`config.mk`:
```
export PLATFORM = sky130hd
export DESIGN_NAME = sfrb_bank
export DESIGN_NICKNAME = d
export VERILOG_FILES = /design/src/verilog/sfrb_pkg.sv /design/src/verilog/sfrb_bank.sv /design/src/verilog/sfrb_flag_bit.sv
export VERILOG_INCLUDE_DIRS = /design/src /design/src/verilog
export SDC_FILE = /design/constraint.sdc
export NUM_CORES = 1
export LEC_CHECK = 0
export BUFFER_PORTS_ARGS = -buffer_cell sky130_fd_sc_hd__buf_2
export CORE_UTILIZATION = 53
export DETAILED_ROUTE_END_ITERATION = 8
export HOLD_SLACK_MARGIN = 0.02
export PLACE_DENSITY_LB_ADDON = 0.12
export SKIP_LAST_GASP = 1
export SLEW_MARGIN = 5
export SYNTH_ARGS = -nofsm -noshare
export SYNTH_HDL_FRONTEND = slang
export SYNTH_HIERARCHICAL = 1
export SYNTH_SLANG_ARGS = --single-unit
```
`constraint.sdc`:
```
create_clock -name clk -period 4 [get_ports clk]
set_input_delay 0.2 -clock clk [delete_from_list [all_inputs] [get_ports clk]]
set_output_delay 0.2 -clock clk [all_outputs]
set_load 0.005 [all_outputs]
```
`src/verilog/sfrb_defs.svh`:
```
`ifndef SFRB_DEFS_SVH
`define SFRB_DEFS_SVH

// byte addresses of the register bank
`define SFRB_ADDR_ENABLE_SYS    8'h00
`define SFRB_ADDR_ENABLE_SERIAL 8'h01
`define SFRB_ADDR_FLAGS_SYS     8'h02
`define SFRB_ADDR_FLAGS_SERIAL  8'h03

// enable bank, system group
`define SFRB_BIT_WDOG_EN        0
`define SFRB_BIT_OSC_EN         1
`define SFRB_BIT_PIN_EN         4
`define SFRB_BIT_FLASH_EN       5
// flag bank, system group
`define SFRB_BIT_WDOG_FLAG      0
`define SFRB_BIT_OSC_FLAG       1
`define SFRB_BIT_PON_FLAG       2
`define SFRB_BIT_EXT_FLAG       3
`define SFRB_BIT_PIN_FLAG       4
// serial groups, same positions in enable and flag banks
`define SFRB_BIT_A_RX           0
`define SFRB_BIT_A_TX           1
`define SFRB_BIT_B_RX           2
`define SFRB_BIT_B_TX           3

// implemented bit masks
`define SFRB_MASK_ENABLE_SYS    8'h33
`define SFRB_MASK_SERIAL        8'h0F
`define SFRB_MASK_FLAGS_SYS     8'h1F

// reset values
`define SFRB_RST_ENABLE         1'b0
`define SFRB_RST_OSC_FLAG       1'b1
`define SFRB_RST_PIN_FLAG       1'b0
`define SFRB_RST_WDOG_FLAG      1'b0
`define SFRB_RST_EXT_FLAG       1'b0
`define SFRB_RST_PON_FLAG       1'b1
`define SFRB_RST_RX_FLAG        1'b0
`define SFRB_RST_TX_FLAG        1'b1

`endif

```
`src/verilog/sfrb_pkg.sv`:
```
package sfrb_pkg;
    typedef logic [7:0] sfrb_byte_t;
    typedef logic [7:0] sfrb_addr_t;
    typedef enum logic {
        SFRB_WDOG_RESET,
        SFRB_WDOG_INTERVAL
    } sfrb_wdog_mode_t;
endpackage : sfrb_pkg

```
`src/verilog/sfrb_bank.sv`:
```
`timescale 1ns/1ps
`include "sfrb_defs.svh"
// Behaviour
// - system enable bank at 00h, cleared by power-up clear
// - watchdog enable ignored in reset mode
// - watchdog enable gates only interval mode
// - enables gate oscillator, pin, flash events
// - serial enable bank at 01h, cleared
// - system flag bank at 02h, bits 0-4
// - watchdog flag set on reset-mode overflow or key
// - watchdog flag cleared on power-on or pin reset
// - oscillator flag set on fault, reset one
// - external reset flag set by pin reset
// - power-on flag forced one by power-on
// - pin flag set by pin event, cleared
// - serial flag bank at 03h, tx reset one
// - plain reset bits reload on power-up clear
// - parenthesised bits reload on power-on only
// - unassigned bit positions hold no storage
// - enable bits block conditionally maskable sources
module sfrb_bank (
    input  wire logic                     clk,              // system clock, 250 MHz
    input  wire logic                     rst_n,            // power-on reset, sync, low
    input  wire logic                     powerUpClear,     // power-up clear pulse/level
    input  wire sfrb_pkg::sfrb_addr_t     busAddr,          // byte address
    input  wire logic                     busWrite,         // write strobe
    input  wire logic                     busRead,          // read strobe
    input  wire sfrb_pkg::sfrb_byte_t     busWdata,         // write data
    output sfrb_pkg::sfrb_byte_t          busRdata,         // read data, registered
    input  wire sfrb_pkg::sfrb_wdog_mode_t wdogMode,        // watchdog mode
    input  wire logic                     wdogOverflow,     // watchdog overflow pulse
    input  wire logic                     wdogKeyViolation, // watchdog key violation pulse
    input  wire logic                     pinInterruptMode, // combined pin in interrupt mode
    input  wire logic                     pinEvent,         // combined pin event pulse
    input  wire logic                     pinResetEvent,    // pin reset condition pulse
    input  wire logic                     oscFault,         // oscillator fault level
    input  wire logic                     flashViolation,   // flash access violation level
    input  wire logic                     serialARxEvent,   // unit A receive event
    input  wire logic                     serialATxEvent,   // unit A transmit event
    input  wire logic                     serialBRxEvent,   // unit B receive event
    input  wire logic                     serialBTxEvent,   // unit B transmit event
    output logic                          wdogIrq,          // watchdog interrupt request
    output logic                          nmiIrq,           // conditionally maskable request
    output logic                          serialRxIrq,      // serial receive request
    output logic                          serialTxIrq       // serial transmit request
);
    import sfrb_pkg::*;

    logic       oscSync1, oscSync2, oscSync3;
    logic       oscFaultSeen;
    logic       wrEnSys;
    logic       wrEnSerial;
    logic       wrFlagSys;
    logic       wrFlagSerial;
    logic       pucClear;
    logic       porClear;
    // only the implemented bits get flip-flops
    logic       wdog_irq_en_reg;
    logic       osc_fault_irq_en_reg;
    logic       pin_event_irq_en_reg;
    logic       flash_violation_irq_en_reg;
    logic [3:0] serial_irq_en_reg;
    logic       wdogFlag;
    logic       oscFaultFlag;
    logic       powerOnFlag;
    logic       extResetFlag;
    logic       pinEventFlag;
    logic [3:0] serialFlag;
    logic [3:0] serialEvent;
    sfrb_byte_t enableSys;
    sfrb_byte_t enableSerial;
    sfrb_byte_t flagsSys;
    sfrb_byte_t flagsSerial;
    sfrb_byte_t rdataNext;

    // power-on also implies power-up clear
    assign pucClear = !rst_n || powerUpClear;
    assign porClear = !rst_n;

    // address decode
    always_comb begin
        wrEnSys      = 1'b0;
        wrEnSerial   = 1'b0;
        wrFlagSys    = 1'b0;
        wrFlagSerial = 1'b0;
        if (busWrite && busAddr == `SFRB_ADDR_ENABLE_SYS) begin
            wrEnSys = 1'b1;
        end else if (busWrite && busAddr == `SFRB_ADDR_ENABLE_SERIAL) begin
            wrEnSerial = 1'b1;
        end else if (busWrite && busAddr == `SFRB_ADDR_FLAGS_SYS) begin
            wrFlagSys = 1'b1;
        end else if (busWrite && busAddr == `SFRB_ADDR_FLAGS_SERIAL) begin
            wrFlagSerial = 1'b1;
        end
    end

    // oscillator fault is asynchronous to this clock
    always_ff @(posedge clk) begin
        if (!rst_n) begin
            oscSync1 <= 1'b0;
            oscSync2 <= 1'b0;
            oscSync3 <= 1'b0;
        end else begin
            oscSync1 <= oscFault;
            oscSync2 <= oscSync1;
            oscSync3 <= oscSync2;
        end
    end
    assign oscFaultSeen = oscSync2 && oscSync3;

    // system enable bank
    always_ff @(posedge clk) begin
        if (pucClear) begin
            wdog_irq_en_reg            <= `SFRB_RST_ENABLE;
            osc_fault_irq_en_reg       <= `SFRB_RST_ENABLE;
            pin_event_irq_en_reg       <= `SFRB_RST_ENABLE;
            flash_violation_irq_en_reg <= `SFRB_RST_ENABLE;
        end else if (wrEnSys) begin
            wdog_irq_en_reg            <= busWdata[`SFRB_BIT_WDOG_EN];
            osc_fault_irq_en_reg       <= busWdata[`SFRB_BIT_OSC_EN];
            pin_event_irq_en_reg       <= busWdata[`SFRB_BIT_PIN_EN];
            flash_violation_irq_en_reg <= busWdata[`SFRB_BIT_FLASH_EN];
        end
    end

    // serial enable bank
    always_ff @(posedge clk) begin
        if (pucClear) begin
            serial_irq_en_reg <= {4{`SFRB_RST_ENABLE}};
        end else if (wrEnSerial) begin
            serial_irq_en_reg <= busWdata[3:0];
        end
    end

    // watchdog flag: power-on reset or pin reset clears it
    sfrb_flag_bit #(.RESET_VALUE(`SFRB_RST_WDOG_FLAG)) uWdogFlag (
        .clk       (clk),
        // pin reset only counts while the pin is in reset mode
        .clear     (porClear || (pinResetEvent && !pinInterruptMode)),
        .setEvent  ((wdogOverflow && wdogMode == SFRB_WDOG_RESET)
                    || wdogKeyViolation),
        .writeEn   (wrFlagSys),
        .writeData (busWdata[`SFRB_BIT_WDOG_FLAG]),
        .flag      (wdogFlag)
    );

    sfrb_flag_bit #(.RESET_VALUE(`SFRB_RST_OSC_FLAG)) uOscFlag (
        .clk       (clk),
        .clear     (pucClear),
        .setEvent  (oscFaultSeen),
        .writeEn   (wrFlagSys),
        .writeData (busWdata[`SFRB_BIT_OSC_FLAG]),
        .flag      (oscFaultFlag)
    );

    // no set source besides power-on itself
    sfrb_flag_bit #(.RESET_VALUE(`SFRB_RST_PON_FLAG)) uPonFlag (
        .clk       (clk),
        .clear     (porClear),
        .setEvent  (1'b0),
        .writeEn   (wrFlagSys),
        .writeData (busWdata[`SFRB_BIT_PON_FLAG]),
        .flag      (powerOnFlag)
    );

    sfrb_flag_bit #(.RESET_VALUE(`SFRB_RST_EXT_FLAG)) uExtFlag (
        .clk       (clk),
        .clear     (porClear),
        .setEvent  (pinResetEvent && !pinInterruptMode),
        .writeEn   (wrFlagSys),
        .writeData (busWdata[`SFRB_BIT_EXT_FLAG]),
        .flag      (extResetFlag)
    );

    sfrb_flag_bit #(.RESET_VALUE(`SFRB_RST_PIN_FLAG)) uPinFlag (
        .clk       (clk),
        .clear     (pucClear),
        .setEvent  (pinEvent && pinInterruptMode),
        .writeEn   (wrFlagSys),
        .writeData (busWdata[`SFRB_BIT_PIN_FLAG]),
        .flag      (pinEventFlag)
    );

    assign serialEvent = {serialBTxEvent, serialBRxEvent, serialATxEvent, serialARxEvent};

    // tx flags come up set: an idle transmitter is ready
    genvar gi;
    generate
        for (gi = 0; gi < 4; gi++) begin : gSerial
            sfrb_flag_bit #(
                .RESET_VALUE((gi % 2 == 1) ? `SFRB_RST_TX_FLAG : `SFRB_RST_RX_FLAG)
            ) uSerialFlag (
                .clk       (clk),
                .clear     (pucClear),
                .setEvent  (serialEvent[gi]),
                .writeEn   (wrFlagSerial),
                .writeData (busWdata[gi]),
                .flag      (serialFlag[gi])
            );
        end
    endgenerate

    // unassigned positions are constant zero
    always_comb begin
        enableSys    = 8'h00;
        enableSys[`SFRB_BIT_WDOG_EN]  = wdog_irq_en_reg;
        enableSys[`SFRB_BIT_OSC_EN]   = osc_fault_irq_en_reg;
        enableSys[`SFRB_BIT_PIN_EN]   = pin_event_irq_en_reg;
        enableSys[`SFRB_BIT_FLASH_EN] = flash_violation_irq_en_reg;
        enableSerial = {4'h0, serial_irq_en_reg};
        flagsSys     = 8'h00;
        flagsSys[`SFRB_BIT_WDOG_FLAG] = wdogFlag;
        flagsSys[`SFRB_BIT_OSC_FLAG]  = oscFaultFlag;
        flagsSys[`SFRB_BIT_PON_FLAG]  = powerOnFlag;
        flagsSys[`SFRB_BIT_EXT_FLAG]  = extResetFlag;
        flagsSys[`SFRB_BIT_PIN_FLAG]  = pinEventFlag;
        flagsSerial  = {4'h0, serialFlag};
    end

    // read mux, unmapped addresses read zero
    always_comb begin
        rdataNext = 8'h00;
        if (busAddr == `SFRB_ADDR_ENABLE_SYS) begin
            rdataNext = enableSys & `SFRB_MASK_ENABLE_SYS;
        end else if (busAddr == `SFRB_ADDR_ENABLE_SERIAL) begin
            rdataNext = enableSerial & `SFRB_MASK_SERIAL;
        end else if (busAddr == `SFRB_ADDR_FLAGS_SYS) begin
            rdataNext = flagsSys & `SFRB_MASK_FLAGS_SYS;
        end else if (busAddr == `SFRB_ADDR_FLAGS_SERIAL) begin
            rdataNext = flagsSerial & `SFRB_MASK_SERIAL;
        end
    end

    always_ff @(posedge clk) begin
        if (!rst_n) begin
            busRdata <= 8'h00;
        end else if (busRead) begin
            busRdata <= rdataNext;
        end
    end

    // request outputs, registered; general enable lives outside
    always_ff @(posedge clk) begin
        if (pucClear) begin
            wdogIrq     <= 1'b0;
            nmiIrq      <= 1'b0;
            serialRxIrq <= 1'b0;
            serialTxIrq <= 1'b0;
        end else begin
            wdogIrq     <= wdogFlag && wdog_irq_en_reg
                           && wdogMode == SFRB_WDOG_INTERVAL;
            nmiIrq      <= (oscFaultFlag && osc_fault_irq_en_reg)
                           || (pinEventFlag && pin_event_irq_en_reg)
                           || (flashViolation && flash_violation_irq_en_reg);
            serialRxIrq <= (serialFlag[`SFRB_BIT_A_RX] && serial_irq_en_reg[`SFRB_BIT_A_RX])
                           || (serialFlag[`SFRB_BIT_B_RX] && serial_irq_en_reg[`SFRB_BIT_B_RX]);
            serialTxIrq <= (serialFlag[`SFRB_BIT_A_TX] && serial_irq_en_reg[`SFRB_BIT_A_TX])
                           || (serialFlag[`SFRB_BIT_B_TX] && serial_irq_en_reg[`SFRB_BIT_B_TX]);
        end
    end
endmodule : sfrb_bank

```
`src/verilog/sfrb_flag_bit.sv`:
```
`timescale 1ns/1ps
// one sticky flag: event set beats software clear in the same cycle
module sfrb_flag_bit #(
    parameter logic RESET_VALUE = 1'b0
) (
    input  wire logic clk,        // system clock
    input  wire logic clear,      // load reset value, synchronous
    input  wire logic setEvent,   // hardware set pulse
    input  wire logic writeEn,    // software write strobe
    input  wire logic writeData,  // software write value
    output logic      flag        // stored flag
);
    always_ff @(posedge clk) begin
        if (clear) begin
            flag <= RESET_VALUE;
        end else if (setEvent) begin
            flag <= 1'b1;
        end else if (writeEn) begin
            flag <= writeData;
        end
    end
endmodule : sfrb_flag_bit

```
==> results of run 1 <==
-- worst reg2reg max path, stage by stage (launching register included) --
cell and delay (ns):
dfxtp_1 0.35, a21o_1 0.11, o21ai_0 0.07, o41ai_1 0.34
-- cell type report --
| class | count | area [sq um] | share of cell area |
|---|---|---|---|
| repair buffers | 41 | 208 | 0.126 |
| inverters | 9 | 33.8 | 0.0205 |
| well taps | 30 | 37.5 | 0.0228 |
| flip-flops and latches | 30 | 601 | 0.365 |
| clock buffers | 7 | 45.0 | 0.0274 |
| multi-input cells | 111 | 721 | 0.438 |
-- worst max path at each step --
stage	cells past startpoint	start	slack, ns	to
finish	7	busAddr[7]	2.10	uPinFlag/flag$_SDFFE_PP0P_
global route	7	busAddr[7]	2.04	uPinFlag/flag$_SDFFE_PP0P_
global placement	7	busAddr[7]	1.83	uPinFlag/flag$_SDFFE_PP0P_
detailed placement	7	busAddr[7]	1.79	uPinFlag/flag$_SDFFE_PP0P_
CTS	7	busAddr[7]	2.14	uPinFlag/flag$_SDFFE_PP0P_
floorplan	5	busAddr[7]	2.14	uPinFlag/flag$_SDFFE_PP0P_
-- per-stage QoR --
step	cell area (sq um)	hold slack (ns)	setup slack (ns)	util	std cells
6_report	1650	0.0600	2.10	0.664	228
2_1_floorplan	1410	0.292	2.14	-	161
5_1_grt	1650	0.0370	2.04	0.664	228
3_5_place_dp	1600	0.383	1.79	0.646	221
4_1_cts	1650	0.0414	2.14	0.664	228
3_3_place_gp	1600	0.376	1.83	0.646	221
-- power by group through the flow --
stage	sequential, mW	combinational [mW]	clock, mW
2_1_floorplan	0.311	0.0311	0
3_3_place_gp	0.312	0.0533	0
3_5_place_dp	0.312	0.0545	0
4_1_cts	0.305	0.0550	0.164
5_1_grt	0.305	0.0613	0.177
6_report	0.305	0.0556	0.159
-- kinds of logic after synthesis --
kind of cell,Yosys count
AO/OA/AOI/OAI,44
buffers and inverters,20
flip-flops,30
multiplexers,10
other,1
AND/OR/NAND/NOR,54
-- Yosys cell counts, drive strengths merged --
| cell | number | area [sq um] |
|---|---|---|
| mux2 | 1 | 11.3 |
| or4 | 2 | 15.0 |
| o32ai | 2 | 17.5 |
| nor2 | 10 | 37.5 |
| mux2i | 9 | 90.1 |
| o211a | 1 | 10.0 |
| inv | 8 | 30.0 |
| nor3b | 1 | 7.51 |
| nand4 | 10 | 62.6 |
| o41ai | 6 | 52.6 |
| nand2b | 4 | 25.0 |
| nand2 | 7 | 26.3 |
| a21o | 5 | 37.5 |
| o21ai | 4 | 20.0 |
| a41oi | 2 | 17.5 |
| a22oi | 2 | 15.0 |
| o31ai | 4 | 30.0 |
| nor2b | 4 | 25.0 |
| a21oi | 17 | 85.1 |
| nor4 | 4 | 37.5 |
| buf | 6 | 32.5 |
| clkbuf | 5 | 18.8 |
| clkinv | 1 | 3.75 |
| dfxtp | 30 | 601 |
| nand3b | 2 | 15.0 |
| nand3 | 3 | 15.0 |
| conb | 1 | 3.75 |
| a222oi | 1 | 10.0 |
| and2 | 5 | 31.3 |
| or3 | 1 | 6.26 |
| nor4b | 1 | 8.76 |
-- per-layer routing --
metal / track usage / vias up / part of all wire
met5: 0 / - / 0
met4: 0.0965 / 0 / 0.013
met3: 0.0948 / 6 / 0.058
met2: 0.431 / 36 / 0.49
met1: 0.290 / 609 / 0.44
li1: - / 661 / -
==> impl_metrics.tcl, run 1 <==
set metrics [dict create \
    finalMaxSlewViolations 0 \
    relSlewSlack 0.350 \
    setup_viol 0 \
    leakagePower_nw 0.661 \
    cap_viol_max_count 0 \
    largest_reg_flops 6 \
    drt_wl_total_um 3380 \
    nets 231 \
    area_delta_synth_final_pct 17.6 \
    syn_inst 159 \
    die-area_sq_um 2850 \
    clock_sinks 30 \
    period_share 0.475 \
    ioPinCount 45 \
    synth-simple-area-share 0.224 \
    r2r_end "busRdata[3]$_SDFFE_PN0P_" \
    cts.reportedPaths.clkPinSlew_ns 0.08 \
    antenna_cells 0 \
    worstReg2RegStart "uExtFlag/flag$_SDFFE_PP0P_" \
    synth_xor_xnor_area_share 0 \
    pwr-share-comb 0.107 \
    cpLargestDelayFamily "simple AND/OR/NAND/NOR gates" \
    clkLatencyLatePin_ns 0.32 \
    hold_viol 0 \
    vias_per_cell 5.75 \
    remaining_drc_errors 0 \
    final_cell_mix "buf_2 (40), dfxtp_1 (30), a21oi_1 (17), nor2_1 (10), nand4_1 (10)" \
    start_util 0.565 \
    worst_r2r_path_depth 3 \
    avgRoutedWirePerCell_um 14.8 \
    hold_buffers 0 \
    grt_pass1_vias 1110 \
    worst-path-buf-inv 2 \
    critPathSlowestCell "nor3b_1" \
    drt_iter0_markers 25 \
    dieHeight_um 53.4 \
    worst_ep_required_time_ns 4.17 \
    cts_made_buffers 5 \
    syn_avg_cell_area_sq_um 8.80 \
    p_sw_frac 0.248 \
    ant_nets 0 \
    rsz0062_at_grt "false" \
    path_class "in2reg" \
    min_path_type "in2reg" \
    grt_max_degree 19 \
    die_w_um 53.4 \
    clockRootBuffer "clkbuf_4" \
    max_freq_ghz 0.526 \
    synth-seq-cells 30 \
    synth_mux_area_frac 0.0725 \
    synth_compound_gate_area_share 0.211 \
    power_frac_seq 0.587 \
    ys_seq_area_frac 0.429 \
    p_int_mw 0.390 \
    post_cts_buffers 0 \
    clockBufferDepth 2 \
    num_rows 18 \
    num_vias 1312 \
    crit_chain "buf_2 -> nor4_2 -> buf_4 -> nand3_1 -> nor3b_1 -> mux2i_1 -> a21oi_1" \
    worst_slew_pin_slew_ns 0.974 \
    cts_tree "yes" \
    finClkSkew_ns 0.00415 \
    clkPwrFrac 0.306 \
    port_buffers 40 \
    syn_area_sq_um 1400 \
    ir_drop_v 0.000293 \
    crit_arrival_ns 2.08 \
    core_area_sq_um 2480 \
    cts_resized 0 \
    final.min_clock_period_ns 1.90 \
    final_common_cell "buf_2" \
    worstHoldPathCells 3 \
    max_stage_delay_ns 0.80 \
    gp_congestion 0.885 \
    grtUsageTotal 0.256 \
    layout-drive-gt1-share 0.247 \
    synthAdderAreaFrac 0 \
    fillers 212 \
    grt_overflow 0 \
    ys_types 34 \
    total_power_mw 0.519 \
    power.switching_mw 0.129 \
    drt-pass1-iter-count 4 \
    synth_top_family_by_area "simple AND/OR/NAND/NOR gates" \
    start_kind "primary input" \
    min_to "gSerial[3].uSerialFlag/flag$_SDFFE_PP1P_" \
    htree_levels 2 \
    p_per_area_nw_per_um2 316 \
    status "finished, final reports clean" \
    min_from "serialBTxEvent" \
    hpwlAfterDp_um 2470 \
    crit_path_end_kind "flip-flop" \
    setup-tns-final_ns 0 \
    grt_pass1_wl_um 5020 \
    reg2reg_slack_ns 3.03 \
    crit_fanout 15 \
    synth_warnings 6 \
    antenna_found_initial 0 \
]
Note: power is estimated with default switching activity, not from simulation.
==> run 2: changes to the inputs <==
Settings changed: CORE_UTILIZATION 53 to 45.
Clock period 4 ns to 1.7 ns, I/O delays scaled along.
==> run 2 against run 1 <==
Net effect: the flow now finishes with violations (design-rule violations); via count increased by 2.4%; count of clock-buffer cells in the layout decreased by 1; first-iteration DRC count increased by 52%; register-to-register slack got worse by 2.3 ns; global-route usage decreased by 2.9 points; routed wire length increased by 4.0%; largest cell class unchanged; total power increased by 150%.
==> impl_metrics.tcl, run 2 (same netlist as run 1, synthesis figures left out) <==
set metrics [dict create \
    relSlewSlack 0.511 \
    failed_checks "design-rule violations" \
    ioPinCount 45 \
    path_class "in2reg" \
    clock_sinks 30 \
    final_cell_mix "buf_2 (40), dfxtp_1 (30), a21oi_1 (17)" \
    num_rows 19 \
    crit_path_end_kind "flip-flop" \
    drt_iter0_markers 38 \
    die_w_um 57.8 \
    grt_max_degree 19 \
    num_vias 1343 \
    worstReg2RegStart "uExtFlag/flag$_SDFFE_PP0P_" \
    cts_resized 0 \
    avgRoutedWirePerCell_um 14.6 \
    grt_pass1_wl_um 5580 \
    leakagePower_nw 0.720 \
    largest_reg_flops 6 \
    reg2reg_slack_ns 0.73 \
    min_path_type "in2reg" \
    layout.area.seq_sq_um 601 \
    post_cts_buffers 0 \
    start_util 0.490 \
    grt_overflow 0 \
    worstHoldPathCells 4 \
    drt-pass1-iter-count 9 \
    hold_viol 0 \
    final.min_clock_period_ns 1.24 \
    cts_made_buffers 5 \
    multi_input_area_sq_um 726 \
    period_share 0.728 \
    finClkSkew_ns 0.00584 \
    antenna_found_initial 0 \
    htree_levels 2 \
    fillers 265 \
    vias_per_cell 5.60 \
    hpwlAfterDp_um 2480 \
    min_to "uExtFlag/flag$_SDFFE_PP0P_" \
    final_core_utilization 0.621 \
    max_freq_ghz 0.808 \
    min_from "pinInterruptMode" \
    clkLatencyLatePin_ns 0.32 \
    port_buffers 40 \
    start_kind "primary input" \
    antenna_cells 0 \
    worst_r2r_path_depth 3 \
    core_area_sq_um 2850 \
    gp_congestion 0.803 \
    grtUsageTotal 0.228 \
    clockBufferDepth 2 \
    status "finished with violations" \
    crit_arrival_ns 1.42 \
    worst_slew_pin_slew_ns 0.734 \
    setup-tns-final_ns 0 \
    dieHeight_um 57.8 \
    worst_ep_required_time_ns 1.88 \
    remaining_drc_errors 4 \
    finalMaxSlewViolations 0 \
    crit_fanout 10 \
    r2r_end "busRdata[3]$_SDFFE_PN0P_" \
    ir_drop_v 0.000437 \
    cap_viol_max_count 0 \
    area_delta_synth_final_pct 26.7 \
    die-area_sq_um 3340 \
    cts.reportedPaths.clkPinSlew_ns 0.09 \
    p_per_area_nw_per_um2 720 \
    nets 243 \
    grt_pass1_vias 1260 \
    clockRootBuffer "clkbuf_4" \
    ant_nets 0 \
    layout-drive-gt1-share 0.254 \
    rsz0062_at_grt "false" \
    setup_viol 0 \
    final_common_cell "buf_2" \
    cts_tree "yes" \
    drt_wl_total_um 3510 \
]
## run 2: changes by cell type in the layout (fill, tap and decap cells not counted), sizes merged
cell / change
buf: +2
dlygate4sd3: +10
clkbuf: -1
## run 2: how the worst max path moves through the flow
stage / slack [ns] / startpoint / endpoint / cells past startpoint
after floorplan: 0.20 / busAddr[7] / uPinFlag/flag$_SDFFE_PP0P_ / 5
after global placement: 0.18 / busAddr[7] / serial_irq_en_reg[1]$_SDFFE_PP0P_ / 4
after detailed placement: 0.12 / busAddr[7] / serial_irq_en_reg[3]$_SDFFE_PP0P_ / 4
after CTS: 0.47 / busAddr[7] / serial_irq_en_reg[3]$_SDFFE_PP0P_ / 4
after global routing: 0.39 / busAddr[7] / serial_irq_en_reg[1]$_SDFFE_PP0P_ / 4
final: 0.46 / busAddr[7] / serial_irq_en_reg[3]$_SDFFE_PP0P_ / 4
## run 2: critical path: stages
cell and delay, ns:
buf_2 0.11, or4_1 0.71, o41ai_1 0.41, a21oi_1 0.12
## run 2: layout make-up
type	instances	share of cell area
Clock buffer	6	0.0289
Inverter	9	0.0191
Multi-Input combinational cell	111	0.409
Sequential cell	30	0.339
Tap cell	31	0.0219
Timing Repair Buffer	53	0.182
## run 2: report_power, final
| part | internal [mW] | leakage (nW) | switching (mW) | total, mW |
|---|---|---|---|---|
| Combinational | 0.0669 | 0.447 | 0.0831 | 0.150 |
| Sequential | 0.712 | 0.243 | 0.00510 | 0.717 |
| Clock | 0.186 | 0.0302 | 0.224 | 0.410 |
## run 2: timing repair
item | CTS | global route
hold buffers | 9 | 1
hold endpoints to repair | 9 | 1
endpoints found under the setup margin | 0 | 0
## run 2: stage by stage
| step | cell area (sq um) | setup WS (ns) | cells | hold slack, ns | power [mW] |
|---|---|---|---|---|---|
| floorplan | 1410 | 0.195 | 161 | 0.177 | 0.806 |
| global placement | 1620 | 0.179 | 224 | 0.263 | 0.861 |
| detailed placement | 1620 | 0.119 | 224 | 0.265 | 0.865 |
| CTS | 1760 | 0.473 | 239 | 0.0244 | 1.29 |
| global route | 1770 | 0.394 | 240 | 0.0284 | 1.35 |
| finish | 1770 | 0.463 | 240 | 0.0393 | 1.28 |
## run 2: per-layer routing
metal	track usage	vias up	wire [um]
met3	0.0692	6	216
li1	-	681	-
met2	0.389	39	1650
met4	0.0816	0	49
met1	0.272	617	1590
met5	0	-	0
==> run 3: changes to the inputs <==
Clock period 1.7 ns to 1.1 ns, I/O delays scaled along.
==> run 3 against run 2 <==
Net effect: the flow still finishes with violations (design-rule violations); total power increased by 64%; clock power increased by 68%; largest power group unchanged; critical path depth unchanged; critical endpoint is now serial_irq_en_reg[0]$_SDFFE_PP0P_; cell area increased by 13%; via count increased by 11%; largest cell class unchanged; first-iteration DRC count increased by 140%.
==> impl_metrics.tcl, run 3 (same netlist as run 1, synthesis figures left out) <==
set metrics [dict create \
    status "finished with violations" \
    failed_checks "design-rule violations" \
    nets 261 \
    vias_per_cell 5.75 \
    area_delta_synth_final_pct 42.8 \
    r2r_end "busRdata[3]$_SDFFE_PN0P_" \
    met2WireLength_um 1840 \
    largest_reg_flops 6 \
    antenna_cells 0 \
    period_share 0.961 \
    htree_levels 2 \
    p_sw_frac 0.259 \
    final_common_cell "buf_2" \
    critPathSlowestCell "or4_4" \
    cts.reportedPaths.clkPinSlew_ns 0.09 \
    max_freq_ghz 0.946 \
    worst_ep_required_time_ns 1.31 \
    highest_layer "met4" \
    met3_length_um 304 \
    final_cell_mix "buf_2 (40), dfxtp_1 (30), a21oi_1 (17), buf_4 (16), dlygate4sd3_1 (14)" \
    clockBufferDepth 2 \
    ioPinCount 45 \
    antenna_found_initial 0 \
    crit_arrival_ns 1.27 \
    path_class "in2reg" \
    finClkSkew_ns 0.00848 \
    core_area_sq_um 2850 \
    num_rows 19 \
    finalMaxSlewViolations 0 \
    p_per_area_nw_per_um2 1050 \
    die-area_sq_um 3340 \
    worst-path-buf-inv 1 \
    worstReg2RegStart "uExtFlag/flag$_SDFFE_PP0P_" \
    grt_pass1_vias 1422 \
    wl_met1_um 1720 \
    crit_path_end_kind "flip-flop" \
    grt_max_degree 19 \
    min_to "oscSync2$_SDFF_PN0_" \
    reg2reg_slack_ns 0.15 \
    cts_tree "yes" \
    port_buffers 40 \
    setup_viol 0 \
    post_cts_buffers 0 \
    grtUsageTotal 0.267 \
    drt-pass1-iter-count 6 \
    drt_iter0_markers 92 \
    die_w_um 57.8 \
    clock_sinks 30 \
    num_vias 1495 \
    final.min_clock_period_ns 1.06 \
    start_kind "primary input" \
    clkLatencyLatePin_ns 0.33 \
    grt_overflow 0 \
    crit_chain "buf_2 -> or4_4 -> o41ai_2 -> a21oi_1" \
    crit_fanout 10 \
    p_int_mw 1.55 \
    setup-tns-final_ns 0 \
    hold_viol 0 \
    worst_r2r_path_depth 3 \
    worstHoldPathCells 2 \
    clkPwrFrac 0.329 \
    layout-drive-gt1-share 0.332 \
    grt_pass1_wl_um 6660 \
    total_power_mw 2.09 \
    clockRootBuffer "clkbuf_4" \
    cts_made_buffers 5 \
    power_frac_seq 0.530 \
    power.switching_mw 0.542 \
    remaining_drc_errors 5 \
    min_from "rst_n" \
    pwr-share-comb 0.140 \
    leakagePower_nw 0.820 \
    ir_drop_v 0.000936 \
    hpwlAfterDp_um 2810 \
    min_path_type "in2reg" \
    rsz0062_at_grt "true" \
    max_stage_delay_ns 0.64 \
    ant_nets 0 \
    cap_viol_max_count 0 \
    dieHeight_um 57.8 \
    avgRoutedWirePerCell_um 15.1 \
    start_util 0.490 \
    gp_congestion 0.827 \
    cpLargestDelayFamily "simple AND/OR/NAND/NOR gates" \
    drt_wl_total_um 3930 \
]
-- run 3: cell count changes in the layout (fill, tap and decap cells not counted), sizes merged --
| cell | delta |
|---|---|
| buf | +14 |
| dlygate4sd3 | +4 |
| clkinv | +1 |
| clkbuf | +1 |
-- run 3: what timing repair did --
item / in CTS / in global routing
endpoints found under the hold margin: 17 / 0
gates resized for setup: 0 / 1
endpoints found under the setup margin: 0 / 2
hold buffers: 14 / 0
-- run 3: area by class of cell --
| class | count | area (sq um) |
|---|---|---|
| multi-input cells | 111 | 792 |
| repair buffers | 71 | 472 |
| flip-flops and latches | 30 | 601 |
| inverters | 9 | 33.8 |
| well taps | 31 | 38.8 |
| clock inverters | 1 | 5.00 |
| clock buffers | 7 | 55.1 |
| fillers | 245 | 856 |
-- run 3: worst max path at each step --
stage	startpoint	end	slack (ns)	cells after the start
finish	busAddr[5]	serial_irq_en_reg[0]$_SDFFE_PP0P_	0.04	4
global route	busAddr[5]	serial_irq_en_reg[0]$_SDFFE_PP0P_	-0.002	4
CTS	busAddr[7]	uExtFlag/flag$_SDFFE_PP0P_	0.03	7
detailed placement	busAddr[7]	uExtFlag/flag$_SDFFE_PP0P_	-0.32	7
global placement	busAddr[7]	uExtFlag/flag$_SDFFE_PP0P_	-0.27	7
floorplan	busAddr[7]	uPinFlag/flag$_SDFFE_PP0P_	-0.23	5
-- run 3: routing by layer --
| metal | vias up | global-route usage |
|---|---|---|
| met1 | 701 | 0.338 |
| met5 | - | 0 |
| met2 | 64 | 0.425 |
| met4 | 0 | 0.105 |
| met3 | 9 | 0.0871 |
| li1 | 721 | - |
-- run 3: worst register-to-register path: stages, from the launching register on --
cell,delay [ns]
dfxtp_1,0.35
a21o_1,0.11
o21ai_0,0.07
o41ai_1,0.33
-- run 3: power groups by stage --
stage / clock [mW] / sequential, mW / combinational (mW)
detailed placement: 0 / 1.14 / 0.250
finish: 0.690 / 1.11 / 0.294
global placement: 0 / 1.14 / 0.245
CTS: 0.702 / 1.11 / 0.289
global route: 0.769 / 1.11 / 0.321
floorplan: 0 / 1.13 / 0.126
-- run 3: stage by stage --
stage,cell area [sq um],instances,worst slack [ns],util,hold WS [ns]
after floorplan,1490,161,-0.228,-,0.147
after global placement,1790,238,-0.275,0.629,0.231
after detailed placement,1790,238,-0.317,0.629,0.242
after CTS,1990,260,0.0345,0.699,0.0484
after global routing,2000,260,-0.00206,0.700,0.0524
final,2000,260,0.0424,0.700,0.0589
